`src/rtl/vuh_pkg.sv`:
```
// package for the virtual uart host register block
// assumes a 32-bit axi4-lite master and a serial-side character source
package vuh_pkg;
    // register indices as printed, byte address is four times the index
    localparam logic [3:0] VUH_IDX_DATA = 4'h0;
    localparam logic [3:0] VUH_IDX_IER = 4'h1;
    localparam logic [3:0] VUH_IDX_FCR = 4'h2;
    localparam logic [3:0] VUH_IDX_LCR = 4'h3;
    localparam logic [3:0] VUH_IDX_MCR = 4'h4;
    localparam logic [3:0] VUH_IDX_LSR = 4'h5;
    localparam logic [3:0] VUH_IDX_LAST = 4'h7;
    localparam logic [7:0] VUH_FCR_RESET = 8'h00;
    localparam logic [7:0] VUH_LCR_RESET = 8'h00;
    localparam logic [7:0] VUH_MCR_RESET = 8'h00;
    localparam logic [7:0] VUH_LSR_RESET = 8'h60;
    localparam logic [7:0] VUH_IIR_FIFO_ON = 8'h80;
    localparam int VUH_FCR_EN = 0;
    localparam int VUH_FCR_RXCLR = 1;
    localparam int VUH_FCR_TXCLR = 2;
    localparam int VUH_FCR_MODE = 3;
    localparam int VUH_FCR_TRIG_LO = 6;
    localparam int VUH_FCR_TRIG_HI = 7;
    localparam int VUH_LCR_STB = 2;
    localparam int VUH_LCR_PEN = 3;
    localparam int VUH_LCR_EPS = 4;
    localparam int VUH_LCR_STICK = 5;
    localparam int VUH_LCR_BRK = 6;
    localparam int VUH_LCR_DIVISOR_ACCESS_BIT = 7;
    localparam int VUH_MCR_DTR = 0;
    localparam int VUH_MCR_RTS = 1;
    localparam int VUH_FIFO_DEPTH = 16;
    localparam int VUH_PTR_W = 4;
    localparam logic [4:0] VUH_TRIG_1 = 5'h01;
    localparam logic [4:0] VUH_TRIG_4 = 5'h04;
    localparam logic [4:0] VUH_TRIG_8 = 5'h08;
    localparam int VUH_BAUD_REF_HZ = 115200;
    localparam logic [1:0] VUH_RESP_OKAY = 2'b00;
    localparam logic [1:0] VUH_RESP_SLVERR = 2'b10;

    typedef enum logic [1:0] {
        VUH_STOP_ONE = 2'b00,
        VUH_STOP_ONE_HALF = 2'b01,
        VUH_STOP_TWO = 2'b10
    } vuh_stop_t;

    // character framing handed to the serial engine
    typedef struct packed {
        logic [3:0] data_bits;
        vuh_stop_t stop;
        logic parity_on;
        logic parity_even;
        logic parity_stick_val;
        logic parity_stick;
        logic break_on;
    } vuh_frame_t;

    // received character with its error tags
    typedef struct packed {
        logic brk;
        logic frm;
        logic par;
        logic [7:0] data;
    } vuh_rx_char_t;
endpackage

```
`src/rtl/vuh_regs.sv`:
```
// host register block of the virtual uart: fifo, line, modem control, line status
// assumes axi4-lite on aclk; serial engine and firmware side on the same clock
`timescale 1ns/1ps
module vuh_regs
    import vuh_pkg::*;
(
    input wire logic aclk,
    input wire logic aresetn,
    input wire logic [31:0] s_axi_awaddr,
    input wire logic s_axi_awvalid,
    output logic s_axi_awready,
    input wire logic [31:0] s_axi_wdata,
    input wire logic [3:0] s_axi_wstrb,
    input wire logic s_axi_wvalid,
    output logic s_axi_wready,
    output logic [1:0] s_axi_bresp,
    output logic s_axi_bvalid,
    input wire logic s_axi_bready,
    input wire logic [31:0] s_axi_araddr,
    input wire logic s_axi_arvalid,
    output logic s_axi_arready,
    output logic [31:0] s_axi_rdata,
    output logic [1:0] s_axi_rresp,
    output logic s_axi_rvalid,
    input wire logic s_axi_rready,
    input wire logic rx_char_valid,
    input wire vuh_rx_char_t rx_char,
    input wire logic tx_char_ready,
    output logic tx_char_valid,
    output logic [7:0] tx_char,
    output vuh_frame_t frame_cfg,
    output logic [15:0] baud_divisor,
    output logic mcu_terminal_ready_input,
    output logic mcu_send_request_input,
    output logic receive_ready_pin,
    output logic transmit_ready_pin,
    output logic line_status_irq,
    output logic rx_data_irq,
    output logic holding_empty_irq
);
    logic [7:0] fifo_control_reg;
    logic [7:0] line_control_reg;
    logic [7:0] modem_line_control_reg;
    logic [7:0] int_enable_reg;
    logic [7:0] divisor_low_reg;
    logic [7:0] divisor_high_byte;
    logic overrun_reg;
    logic lsr_err_hold_reg;
    logic err_summary_reg;
    logic [2:0] head_err_reg;
    logic aw_full_reg;
    logic w_full_reg;
    logic [3:0] aw_idx_reg;
    logic [31:0] wdata_reg;
    logic [3:0] wstrb_reg;
    logic bvalid_reg;
    logic [1:0] bresp_reg;
    logic rvalid_reg;
    logic [31:0] rdata_reg;
    logic [1:0] rresp_reg;
    vuh_rx_char_t rx_mem [VUH_FIFO_DEPTH];
    logic [7:0] tx_mem [VUH_FIFO_DEPTH];
    logic [VUH_PTR_W-1:0] rx_rd_reg;
    logic [VUH_PTR_W-1:0] rx_wr_reg;
    logic [VUH_PTR_W:0] rx_cnt_reg;
    logic [VUH_PTR_W-1:0] tx_rd_reg;
    logic [VUH_PTR_W-1:0] tx_wr_reg;
    logic [VUH_PTR_W:0] tx_cnt_reg;
    logic [VUH_FIFO_DEPTH-1:0] rx_err_vec_reg;

    // write channel
    wire do_write = aw_full_reg && w_full_reg && !bvalid_reg;
    wire wr_ok = s_axi_awaddr[1:0] == 2'b00;
    wire divisor_access_bit = line_control_reg[VUH_LCR_DIVISOR_ACCESS_BIT];
    wire wr_lane = wstrb_reg[0];
    wire wr_fcr = do_write && wr_lane && aw_idx_reg == VUH_IDX_FCR;
    wire wr_lcr = do_write && wr_lane && aw_idx_reg == VUH_IDX_LCR;
    wire wr_mcr = do_write && wr_lane && aw_idx_reg == VUH_IDX_MCR;
    wire wr_thr = do_write && wr_lane && aw_idx_reg == VUH_IDX_DATA && !divisor_access_bit;
    wire wr_dll = do_write && wr_lane && aw_idx_reg == VUH_IDX_DATA && divisor_access_bit;
    wire wr_ier = do_write && wr_lane && aw_idx_reg == VUH_IDX_IER && !divisor_access_bit;
    wire wr_dlm = do_write && wr_lane && aw_idx_reg == VUH_IDX_IER && divisor_access_bit;
    wire rx_clear = wr_fcr && wdata_reg[VUH_FCR_RXCLR];
    wire tx_clear = wr_fcr && wdata_reg[VUH_FCR_TXCLR];

    // read channel
    wire [3:0] ar_idx = s_axi_araddr[5:2];
    wire ar_take = s_axi_arvalid && !rvalid_reg;
    wire ar_map = s_axi_araddr[1:0] == 2'b00 && s_axi_araddr[31:6] == 26'h000_0000 &&
        ar_idx <= VUH_IDX_LAST;
    wire rd_lsr = ar_take && ar_map && ar_idx == VUH_IDX_LSR;
    wire rd_rbr = ar_take && ar_map && ar_idx == VUH_IDX_DATA && !divisor_access_bit;

    // receive fifo
    wire rx_empty = rx_cnt_reg == '0;
    wire rx_full = rx_cnt_reg == (VUH_PTR_W+1)'(VUH_FIFO_DEPTH);
    wire rx_pop = rd_rbr && !rx_empty;
    wire rx_push = rx_char_valid && (!rx_full || rx_pop);
    wire rx_ovr = rx_char_valid && rx_full && !rx_pop;
    vuh_rx_char_t rx_head;
    assign rx_head = rx_mem[rx_rd_reg];
    wire [7:0] rx_head_data = rx_empty ? 8'h00 : rx_head.data;
    wire [2:0] head_err = rx_empty ? 3'b000 : {rx_head.brk, rx_head.frm, rx_head.par};
    wire any_err_in_fifo = |rx_err_vec_reg;

    // transmit fifo
    wire tx_empty = tx_cnt_reg == '0;
    wire tx_full = tx_cnt_reg == (VUH_PTR_W+1)'(VUH_FIFO_DEPTH);
    wire tx_push = wr_thr && !tx_full;
    wire tx_pop = tx_char_valid && tx_char_ready;

    // rx threshold
    logic [4:0] trig_level;
    always_comb begin
        case (fifo_control_reg[VUH_FCR_TRIG_HI:VUH_FCR_TRIG_LO])
            2'b00: trig_level = VUH_TRIG_1;
            2'b10: trig_level = VUH_TRIG_4;
            2'b01: trig_level = VUH_TRIG_8;
            default: trig_level = VUH_TRIG_8;
        endcase
    end

    // line status composition
    wire [7:0] lsr_val = {
        any_err_in_fifo | err_summary_reg,
        tx_empty,
        tx_empty,
        head_err_reg[2] | head_err[2],
        head_err_reg[1] | head_err[1],
        head_err_reg[0] | head_err[0],
        overrun_reg,
        !rx_empty
    };
    wire [7:0] iir_val = VUH_IIR_FIFO_ON | 8'h01;
    wire [7:0] fcr_rd = fifo_control_reg | 8'h01;

    logic [7:0] rd_byte;
    always_comb begin
        case (ar_idx)
            VUH_IDX_DATA: rd_byte = divisor_access_bit ? divisor_low_reg : rx_head_data;
            VUH_IDX_IER: rd_byte = divisor_access_bit ? divisor_high_byte : int_enable_reg;
            VUH_IDX_FCR: rd_byte = iir_val;
            VUH_IDX_LCR: rd_byte = line_control_reg;
            VUH_IDX_MCR: rd_byte = modem_line_control_reg;
            VUH_IDX_LSR: rd_byte = lsr_val;
            default: rd_byte = 8'h00;
        endcase
    end

    always_ff @(posedge aclk) begin
        if (!aresetn) begin
            aw_full_reg <= 1'b0;
            w_full_reg <= 1'b0;
            aw_idx_reg <= 4'h0;
            wdata_reg <= 32'h0000_0000;
            wstrb_reg <= 4'h0;
            bvalid_reg <= 1'b0;
            bresp_reg <= VUH_RESP_OKAY;
        end else begin
            if (s_axi_awvalid && s_axi_awready) begin
                aw_full_reg <= 1'b1;
                aw_idx_reg <= (wr_ok && s_axi_awaddr[31:6] == 26'h000_0000) ?
                    s_axi_awaddr[5:2] : 4'hf;
            end
            if (s_axi_wvalid && s_axi_wready) begin
                w_full_reg <= 1'b1;
                wdata_reg <= s_axi_wdata;
                wstrb_reg <= s_axi_wstrb;
            end
            if (do_write) begin
                aw_full_reg <= 1'b0;
                w_full_reg <= 1'b0;
                bvalid_reg <= 1'b1;
                bresp_reg <= aw_idx_reg > VUH_IDX_LAST ? VUH_RESP_SLVERR : VUH_RESP_OKAY;
            end else if (bvalid_reg && s_axi_bready) begin
                bvalid_reg <= 1'b0;
            end
        end
    end

    always_ff @(posedge aclk) begin
        if (!aresetn) begin
            rvalid_reg <= 1'b0;
            rdata_reg <= 32'h0000_0000;
            rresp_reg <= VUH_RESP_OKAY;
        end else if (ar_take) begin
            rvalid_reg <= 1'b1;
            rdata_reg <= {24'h00_0000, ar_map ? rd_byte : 8'h00};
            rresp_reg <= ar_map ? VUH_RESP_OKAY : VUH_RESP_SLVERR;
        end else if (s_axi_rready) begin
            rvalid_reg <= 1'b0;
        end
    end

    // control registers
    always_ff @(posedge aclk) begin
        if (!aresetn) begin
            fifo_control_reg <= VUH_FCR_RESET;
            line_control_reg <= VUH_LCR_RESET;
            modem_line_control_reg <= VUH_MCR_RESET;
            int_enable_reg <= 8'h00;
            divisor_low_reg <= 8'h00;
            divisor_high_byte <= 8'h00;
        end else begin
            if (wr_fcr) fifo_control_reg <= {wdata_reg[7:6], 2'b00, wdata_reg[3], 3'b000};
            if (wr_lcr) line_control_reg <= wdata_reg[7:0];
            if (wr_mcr) modem_line_control_reg <= {6'h00, wdata_reg[1:0]};
            if (wr_ier) int_enable_reg <= {4'h0, wdata_reg[3:0]};
            if (wr_dll) divisor_low_reg <= wdata_reg[7:0];
            if (wr_dlm) divisor_high_byte <= wdata_reg[7:0];
        end
    end

    // receive and transmit fifo storage, receive entries with their error tags
    always_ff @(posedge aclk) begin
        if (rx_push) rx_mem[rx_wr_reg] <= rx_char;
        if (tx_push) tx_mem[tx_wr_reg] <= wdata_reg[7:0];
    end

    always_ff @(posedge aclk) begin
        if (!aresetn || rx_clear) begin
            rx_rd_reg <= '0;
            rx_wr_reg <= '0;
            rx_cnt_reg <= '0;
            rx_err_vec_reg <= '0;
        end else begin
            if (rx_push) rx_wr_reg <= rx_wr_reg + 1'b1;
            if (rx_pop) rx_rd_reg <= rx_rd_reg + 1'b1;
            rx_cnt_reg <= rx_cnt_reg + (VUH_PTR_W+1)'(rx_push) - (VUH_PTR_W+1)'(rx_pop);
            if (rx_pop) rx_err_vec_reg[rx_rd_reg] <= 1'b0;
            if (rx_push) rx_err_vec_reg[rx_wr_reg] <= |{rx_char.brk, rx_char.frm, rx_char.par};
        end
    end

    always_ff @(posedge aclk) begin
        if (!aresetn || tx_clear) begin
            tx_rd_reg <= '0;
            tx_wr_reg <= '0;
            tx_cnt_reg <= '0;
        end else begin
            if (tx_push) tx_wr_reg <= tx_wr_reg + 1'b1;
            if (tx_pop) tx_rd_reg <= tx_rd_reg + 1'b1;
            tx_cnt_reg <= tx_cnt_reg + (VUH_PTR_W+1)'(tx_push) - (VUH_PTR_W+1)'(tx_pop);
        end
    end

    // sticky status, a new event in the read cycle wins over the clear
    always_ff @(posedge aclk) begin
        if (!aresetn) begin
            overrun_reg <= 1'b0;
            head_err_reg <= 3'b000;
            lsr_err_hold_reg <= 1'b0;
            err_summary_reg <= 1'b0;
        end else begin
            overrun_reg <= rx_ovr | (overrun_reg & !rd_lsr);
            head_err_reg <= head_err | (head_err_reg & {3{!rd_lsr}});
            lsr_err_hold_reg <= rx_ovr | (|head_err) | (lsr_err_hold_reg & !rd_lsr);
            err_summary_reg <= any_err_in_fifo | (err_summary_reg & !rd_lsr);
        end
    end

    assign s_axi_awready = !aw_full_reg && !bvalid_reg;
    assign s_axi_wready = !w_full_reg && !bvalid_reg;
    assign s_axi_bvalid = bvalid_reg;
    assign s_axi_bresp = bresp_reg;
    assign s_axi_arready = !rvalid_reg;
    assign s_axi_rvalid = rvalid_reg;
    assign s_axi_rdata = rdata_reg;
    assign s_axi_rresp = rresp_reg;

    assign tx_char_valid = !tx_empty;
    assign tx_char = tx_mem[tx_rd_reg];

    assign frame_cfg.data_bits = 4'd5 + {2'b00, line_control_reg[1:0]};
    assign frame_cfg.stop = !line_control_reg[VUH_LCR_STB] ? VUH_STOP_ONE :
        (line_control_reg[1:0] == 2'b00 ? VUH_STOP_ONE_HALF : VUH_STOP_TWO);
    assign frame_cfg.parity_on = line_control_reg[VUH_LCR_PEN];
    assign frame_cfg.parity_even = line_control_reg[VUH_LCR_EPS];
    assign frame_cfg.parity_stick = line_control_reg[VUH_LCR_PEN] &&
        line_control_reg[VUH_LCR_STICK];
    assign frame_cfg.parity_stick_val = !line_control_reg[VUH_LCR_EPS];
    assign frame_cfg.break_on = line_control_reg[VUH_LCR_BRK];
    assign baud_divisor = {divisor_high_byte, divisor_low_reg};

    assign mcu_terminal_ready_input = !modem_line_control_reg[VUH_MCR_DTR];
    assign mcu_send_request_input = !modem_line_control_reg[VUH_MCR_RTS];

    // fifos always on, so mode bit alone picks the pin behaviour
    wire pin_mode1 = fcr_rd[VUH_FCR_MODE] && fcr_rd[VUH_FCR_EN];
    wire rx_at_trig = rx_cnt_reg >= trig_level;
    assign receive_ready_pin = pin_mode1 ? !rx_at_trig : rx_empty;
    assign transmit_ready_pin = pin_mode1 ? tx_full : !tx_empty;

    assign line_status_irq = lsr_err_hold_reg && int_enable_reg[2];
    assign rx_data_irq = rx_at_trig && int_enable_reg[0];
    assign holding_empty_irq = tx_empty && int_enable_reg[1];
endmodule
```
`config.mk`:
```
export PLATFORM = sky130hd
export DESIGN_NAME = vuh_regs
export DESIGN_NICKNAME = d
export VERILOG_FILES = /design/src/rtl/vuh_pkg.sv /design/src/rtl/vuh_regs.sv
export SDC_FILE = /design/constraint.sdc
export NUM_CORES = 1
export LEC_CHECK = 0
export BUFFER_PORTS_ARGS = -buffer_cell sky130_fd_sc_hd__buf_2
export CAP_MARGIN = 10
export CORE_AREA = 2 2 214 216
export DETAILED_ROUTE_END_ITERATION = 7
export DIE_AREA = 0 0 216 218
export GPL_ROUTABILITY_DRIVEN = 0
export PLACE_DENSITY_LB_ADDON = 0.3
export SETUP_SLACK_MARGIN = 0.3
export SYNTH_ARGS = -nofsm -noshare
export SYNTH_HDL_FRONTEND = slang
export SYNTH_SLANG_ARGS = --single-unit
```
`constraint.sdc`:
```
create_clock -name aclk -period 2.8 [get_ports aclk]
set_input_delay 0.42 -clock aclk [delete_from_list [all_inputs] [get_ports aclk]]
set_output_delay 0.42 -clock aclk [all_outputs]
set_load 0.005 [all_outputs]
```
# Word-level counts from Yosys, hierarchy flattened
# Memories as Yosys holds them, arrays and structs flattened. A register that Yosys moved wholly into a read port is not among the register bits.
# Index checks and enable logic that the tools add are counted.
dict set report op_classes {
  n_reduce_logical 74
  bitwise_logic 16
  addsub 9
  n_mux 34
  magnitude_cmp 7
  eq_ne 12
}
# op n
set ops {}
lappend ops {{$logic_not 26->1} 2}
lappend ops {{$mux 16} 3}
lappend ops {{$pmux 8 s6} 1}
lappend ops {{$logic_and 1x1->1} 39}
lappend ops {{$mux 8} 4}
lappend ops {{$mux 4} 5}
lappend ops {{$add 4x1->4 const B} 4}
lappend ops {{$and 16x16->16} 1}
lappend ops {{$bwmux 16} 1}
lappend ops {{$eq 4x2->1 const B} 4}
lappend ops {{$logic_not 1->1} 16}
lappend ops {{$not 16->16} 1}
lappend ops {{$reduce_or 16->1} 1}
lappend ops {{$eq 4x3->1 const B} 3}
lappend ops {{$mux 1} 12}
lappend ops {{$add 5x1->5} 2}
lappend ops {{$eq 5x5->1 const B} 2}
lappend ops {{$logic_not 5->1} 2}
lappend ops {{$lt 4x5->1 const B} 2}
lappend ops {{$sub 5x1->5} 2}
lappend ops {{$demux 1 s4} 2}
lappend ops {{$eq 4x1->1 const B} 2}
lappend ops {{$ge 4x1->1 const B} 2}
lappend ops {{$logic_not 2->1} 4}
lappend ops {{18 further kinds} 35}
dict set report totals {
  wordCells 181
  register_bits 110
  mem_bits_rw 304
  n_memories 2
  out_inout_bits 84
}
# name words width read_ports rd_ports_with_merged_regs wr line_no
set memory_table {}
lappend memory_table {rx_mem 16 11 1 1 1 vuh_regs.sv:61} ;# vuh_rx_char_t rx_mem [VUH_FIFO_DEPTH];
lappend memory_table {tx_mem 16 8 1 1 1 vuh_regs.sv:62} ;# logic [7:0] tx_mem [VUH_FIFO_DEPTH];

# Logic depth before layout (Yosys ltp)
dict set report depth {
  word_depth 11
  ltp_mapped 17
  ltp_nobuf 16
}

# Worst setup path after synthesis
# No wires, ideal clock.
dict set report synth_path {
  kind {input port to flip-flop}
  start {input port s_axi_araddr[5]}
  end {register rx_cnt_reg[4]}
  arrival_ps 2886
  cell_stages 15
  path_slack_ps -214
  cell_sequence {buf_4 -> nor4_4 -> nand4_2 -> o31a_1 -> nor2_1 -> inv_1 -> ha_1 -> inv_1 -> ha_1 -> fa_1 -> a21oi_1 -> nor2_1 -> nor2_1 -> xnor2_1 -> nor2_1}
}
dict set report synth_via {
  elab_chain_cells 10
  word_cells_on_any_way 11
}
# element line_no
set synth_rtl {}
lappend synth_rtl {{start, declared} vuh_regs.sv:19} ;# input wire logic [31:0] s_axi_araddr,
lappend synth_rtl {{$le 4x3->1 (not written as such)} vuh_regs.sv:90} ;# ar_idx <= VUH_IDX_LAST;
lappend synth_rtl {{$logic_and 1x1->1} vuh_regs.sv:89} ;# wire ar_map = s_axi_araddr[1:0] == 2'b00 && s_axi_araddr[31:6] == 26'h000_0000 &&
lappend synth_rtl {{$logic_and 1x1->1} vuh_regs.sv:92} ;# wire rd_rbr = ar_take && ar_map && ar_idx == VUH_IDX_DATA && !divisor_access_bit;
lappend synth_rtl {{$logic_and 1x1->1 (*) (2 in a row)} vuh_regs.sv:92}
lappend synth_rtl {{$logic_and 1x1->1 (*)} vuh_regs.sv:97} ;# wire rx_pop = rd_rbr && !rx_empty;
lappend synth_rtl {{$logic_or 1x1->1} vuh_regs.sv:98} ;# wire rx_push = rx_char_valid && (!rx_full || rx_pop);
lappend synth_rtl {{$logic_and 1x1->1} vuh_regs.sv:98}
lappend synth_rtl {{$add 5x1->5} vuh_regs.sv:229} ;# rx_cnt_reg <= rx_cnt_reg + (VUH_PTR_W+1)'(rx_push) - (VUH_PTR_W+1)'(rx_pop);
lappend synth_rtl {{$sub 5x1->5 (*)} vuh_regs.sv:229}
lappend synth_rtl {{end signal, assigned} vuh_regs.sv:229}
lappend synth_rtl {{end, declared} vuh_regs.sv:65} ;# logic [VUH_PTR_W:0] rx_cnt_reg;
# Mark *: on every way between the ends. The rest lies on a longest branch, timed or not.
# A chain may end at the register's enable or synchronous reset.

==> impl_summary.log <==
INFO  metric cts.htree.levels = 2
INFO  metric routedWlPerCell = 21.3 um
INFO  metric cts_inserted_buffers = 43
INFO  metric stdcell_count = 2029
INFO  metric path_cells = buf_12 -> buf_16 -> mux4_2 -> mux4_2 -> buf_2
INFO  metric path_max_fanout = 8
INFO  metric max_cap_violations = 0
INFO  metric met3_wirelength = 2.33 mm
INFO  metric clock-skew-final = 13.8 ps
INFO  metric finalNetCount = 1547
INFO  metric worst_slew_pin_slew = 1030 ps
INFO  metric highest-signal-layer = met5
INFO  metric grt_usage = 18.5%
INFO  metric place_hpwl = 28.2 mm
INFO  metric finalSetupViolations = 0
INFO  metric cp_data_required_time = 2380 ps
INFO  metric power_per_cell_area = 711 nW/um2
INFO  metric drt_pre_antenna_iters = 7
INFO  metric number_of_sinks_handled_by_clock_tree_synthesis = 420
INFO  metric yosysWarnings = 0
INFO  metric nFillCells = 3865
INFO  metric grt_max_degree = 56
INFO  metric remaining_drc_errors = 0
INFO  metric slowest_stage = mux4_2
INFO  metric synth_seq_area_share = 64.7%
INFO  metric yosys.cell_types.count = 66
INFO  metric max-slew-margin-rel = 31.5%
INFO  metric chipHeight = 218 um
INFO  metric number_of_flops_mapped_to_enable_cells_by_yosys = 304
INFO  metric final_routed_wirelength = 43.3 mm
INFO  metric max_reg_flops = 176
INFO  metric hold_path_class = input pin to flop
INFO  metric place.detailed.instances = 1921
INFO  metric clk_pin_slew_worst_paths = 60 ps
INFO  metric drive_above_1_share = 33.5%
INFO  metric postSynthAreaPerCell = 15.3 um2
INFO  metric via_count_of_the_first_global_routing_pass = 10.8k
INFO  metric synthesized_netlist_cell_count = 1153
INFO  metric drv_slew = 0
INFO  metric cts_max_path_buffers = 3
INFO  metric route.vias.total = 10.6k
INFO  metric fmax = 361 MHz
INFO  metric timing.final.crit_share = 99.0%
INFO  metric finalHoldWorstSlack = 109 ps
INFO  metric clk-insertion-delay-late = 560 ps
INFO  metric ys_seq_elements = 420
INFO  metric multi_input_comb_area = 5940 um2
INFO  metric postSynth.asyncResetShare = 0%
INFO  metric io_buffers = 150
INFO  metric die_width = 216 um
INFO  metric io-pin-count = 204
INFO  metric worstSetupPathType = flop to output pin
INFO  metric finalWorstPathRequiredPeriod = 2770 ps
INFO  metric timing.critical_path.mode_cell = mux4_2
INFO  metric p_leak = 7.89 nW
INFO  metric rsz0062_at_grt = true
INFO  metric critPathLaunchType = flop
INFO  metric global_route_wire_length_before_repair = 65.3 mm
INFO  metric floorplan.initialDensity = 39.4%
INFO  metric cell_at_the_root_of_the_clock_tree = clkbuf_16
INFO  metric critical_path.max_stage_delay = 510 ps
INFO  metric vdd_ir_drop_max = 0.412 mV
INFO  metric seq_area = 11500 um2
INFO  metric top_flip_flop_cell_by_instance_count_after_synthesis = edfxtp_1
INFO  metric detailroute.wirelength.met2 = 22.3 mm
INFO  metric placementRows = 78
INFO  metric critical_path_arrival = 2350 ps
INFO  metric drt-initial-drc-count = 696
INFO  metric viasPerCell = 5.22
INFO  metric core-area = 44900 um2
INFO  metric die-area = 47100 um2
INFO  metric wirelength_met1 = 17.7 mm
INFO  metric n_antenna_cell = 0
INFO  metric outcome = completed
INFO  metric timing.critical_path.to_type = output pin
INFO  metric area_of_the_mapped_netlist = 17700 um2
INFO  metric global_route.overflow_total = 0
INFO  metric antenna_violating_nets_post_route = 0
INFO  metric cts_tree = done
INFO  metric final.setup.worst_slack = 28.3 ps
INFO  metric final_sum_of_negative_setup_slack = 0 ps
INFO  metric final-hold-violation-count = 0
INFO  metric initial_antenna_violation_count = 4
INFO  metric dp_slack = -120 ps
INFO  metric utilization = 48.4%
INFO  metric flow.area_growth_from_synthesis = 22.7%
placed cells by master (no fill, tap or decap), types with 15 or more instances in the layout:
cell / instances
buf_4: 65
a21oi_1: 38
buf_2: 150
nor2_1: 80
nand3_1: 26
mux2i_1: 33
mux4_2: 87
buf_12: 20
clkbuf_16: 45
nand4_1: 25
inv_1: 57
buf_6: 15
ha_1: 22
edfxtp_1: 304
mux2_1: 19
dfxtp_1: 108
conb_1: 26
nand2_1: 43
cells by family after synthesis:
logic type / after synthesis / synth area share (%)
flops: 420 / 64.7
simple gates: 272 / 8.38
buf+inv: 153 / 4.13
mux: 150 / 15.3
compound gates: 110 / 4.40
fa+ha+maj: 32 / 2.35
xor+xnor: 15 / 0.742
other cells: 1 / 0.0212
Yosys cell counts (18+ instances only):
library cell / n / share of area [%]
inv_1: 69 / 1.5
ha_1: 30 / 2.1
clkbuf_1: 30 / 0.64
a21oi_1: 42 / 1.2
nand3_1: 27 / 0.76
edfxtp_1: 304 / 52
dfxtp_1: 116 / 13
mux2_1: 19 / 1.2
mux4_2: 87 / 11
nor4_1: 18 / 0.64
mux2i_1: 33 / 1.9
buf_4: 31 / 1.3
nand4_1: 25 / 0.88
nand2_1: 43 / 0.91
nor2_1: 85 / 1.8
through the flow:
step | cell area [um2] | power (mW)
global placement | 19800 | 9.39
detailed placement | 19800 | 9.42
CTS | 21500 | 15.4
global route | 21700 | 16.1
floorplan | 18000 | 8.65
finish | 21700 | 15.4
area by class of cell:
type	instances	share of cell area, %
clock buffers	60	5.49
clock inverters	19	0.835
inverters	70	1.23
multi-input cells	605	27.3
flip-flops and latches	420	52.8
well taps	600	3.46
repair buffers	255	8.84
repair_timing:
item,CTS,global route
endpoints found under the setup margin,31,48
gates resized for setup,21,38
hold buffers,0,0
hold endpoints to repair,0,0
setup buffers,20,6
cloned,3,0
pin swaps,15,17
path summary, 6_finish.rpt:
check	from	depth (start not counted)	to	slack [ps]
min reg2reg	head_err_reg[1]$_SDFF_PN0_	2	head_err_reg[1]$_SDFF_PN0_	460
min	s_axi_wdata[4]	3	wdata_reg[4]$_SDFFE_PN0P_	110
max	flop	5	tx_char[1]	30
max reg2reg	rx_cnt_reg[3]$_SDFF_PP0_	16	rx_cnt_reg[4]$_SDFF_PP0_	110
routing by layer:
layer  up-vias  GRT usage (%)
met5         -              0
met4         4           6.03
met3        68           3.33
met2       292           32.1
met1      5348           23.6
li1       4887              -
report_power, final:
group | total [mW] | switching [mW] | leakage (nW) | internal, mW
Combinational | 2.74 | 1.28 | 3.47 | 1.46
Sequential | 7.06 | 0.183 | 3.75 | 6.88
Clock | 5.64 | 2.31 | 0.668 | 3.33
critical path: cells and delay by family, from the launching register on:
| family | cells | cell delay, ps |
|---|---|---|
| DFF | 1 | 390 |
| buffers and inverters | 3 | 410 |
| muxes | 2 | 990 |
No activity file was read; power rests on OpenSTA's default activity.
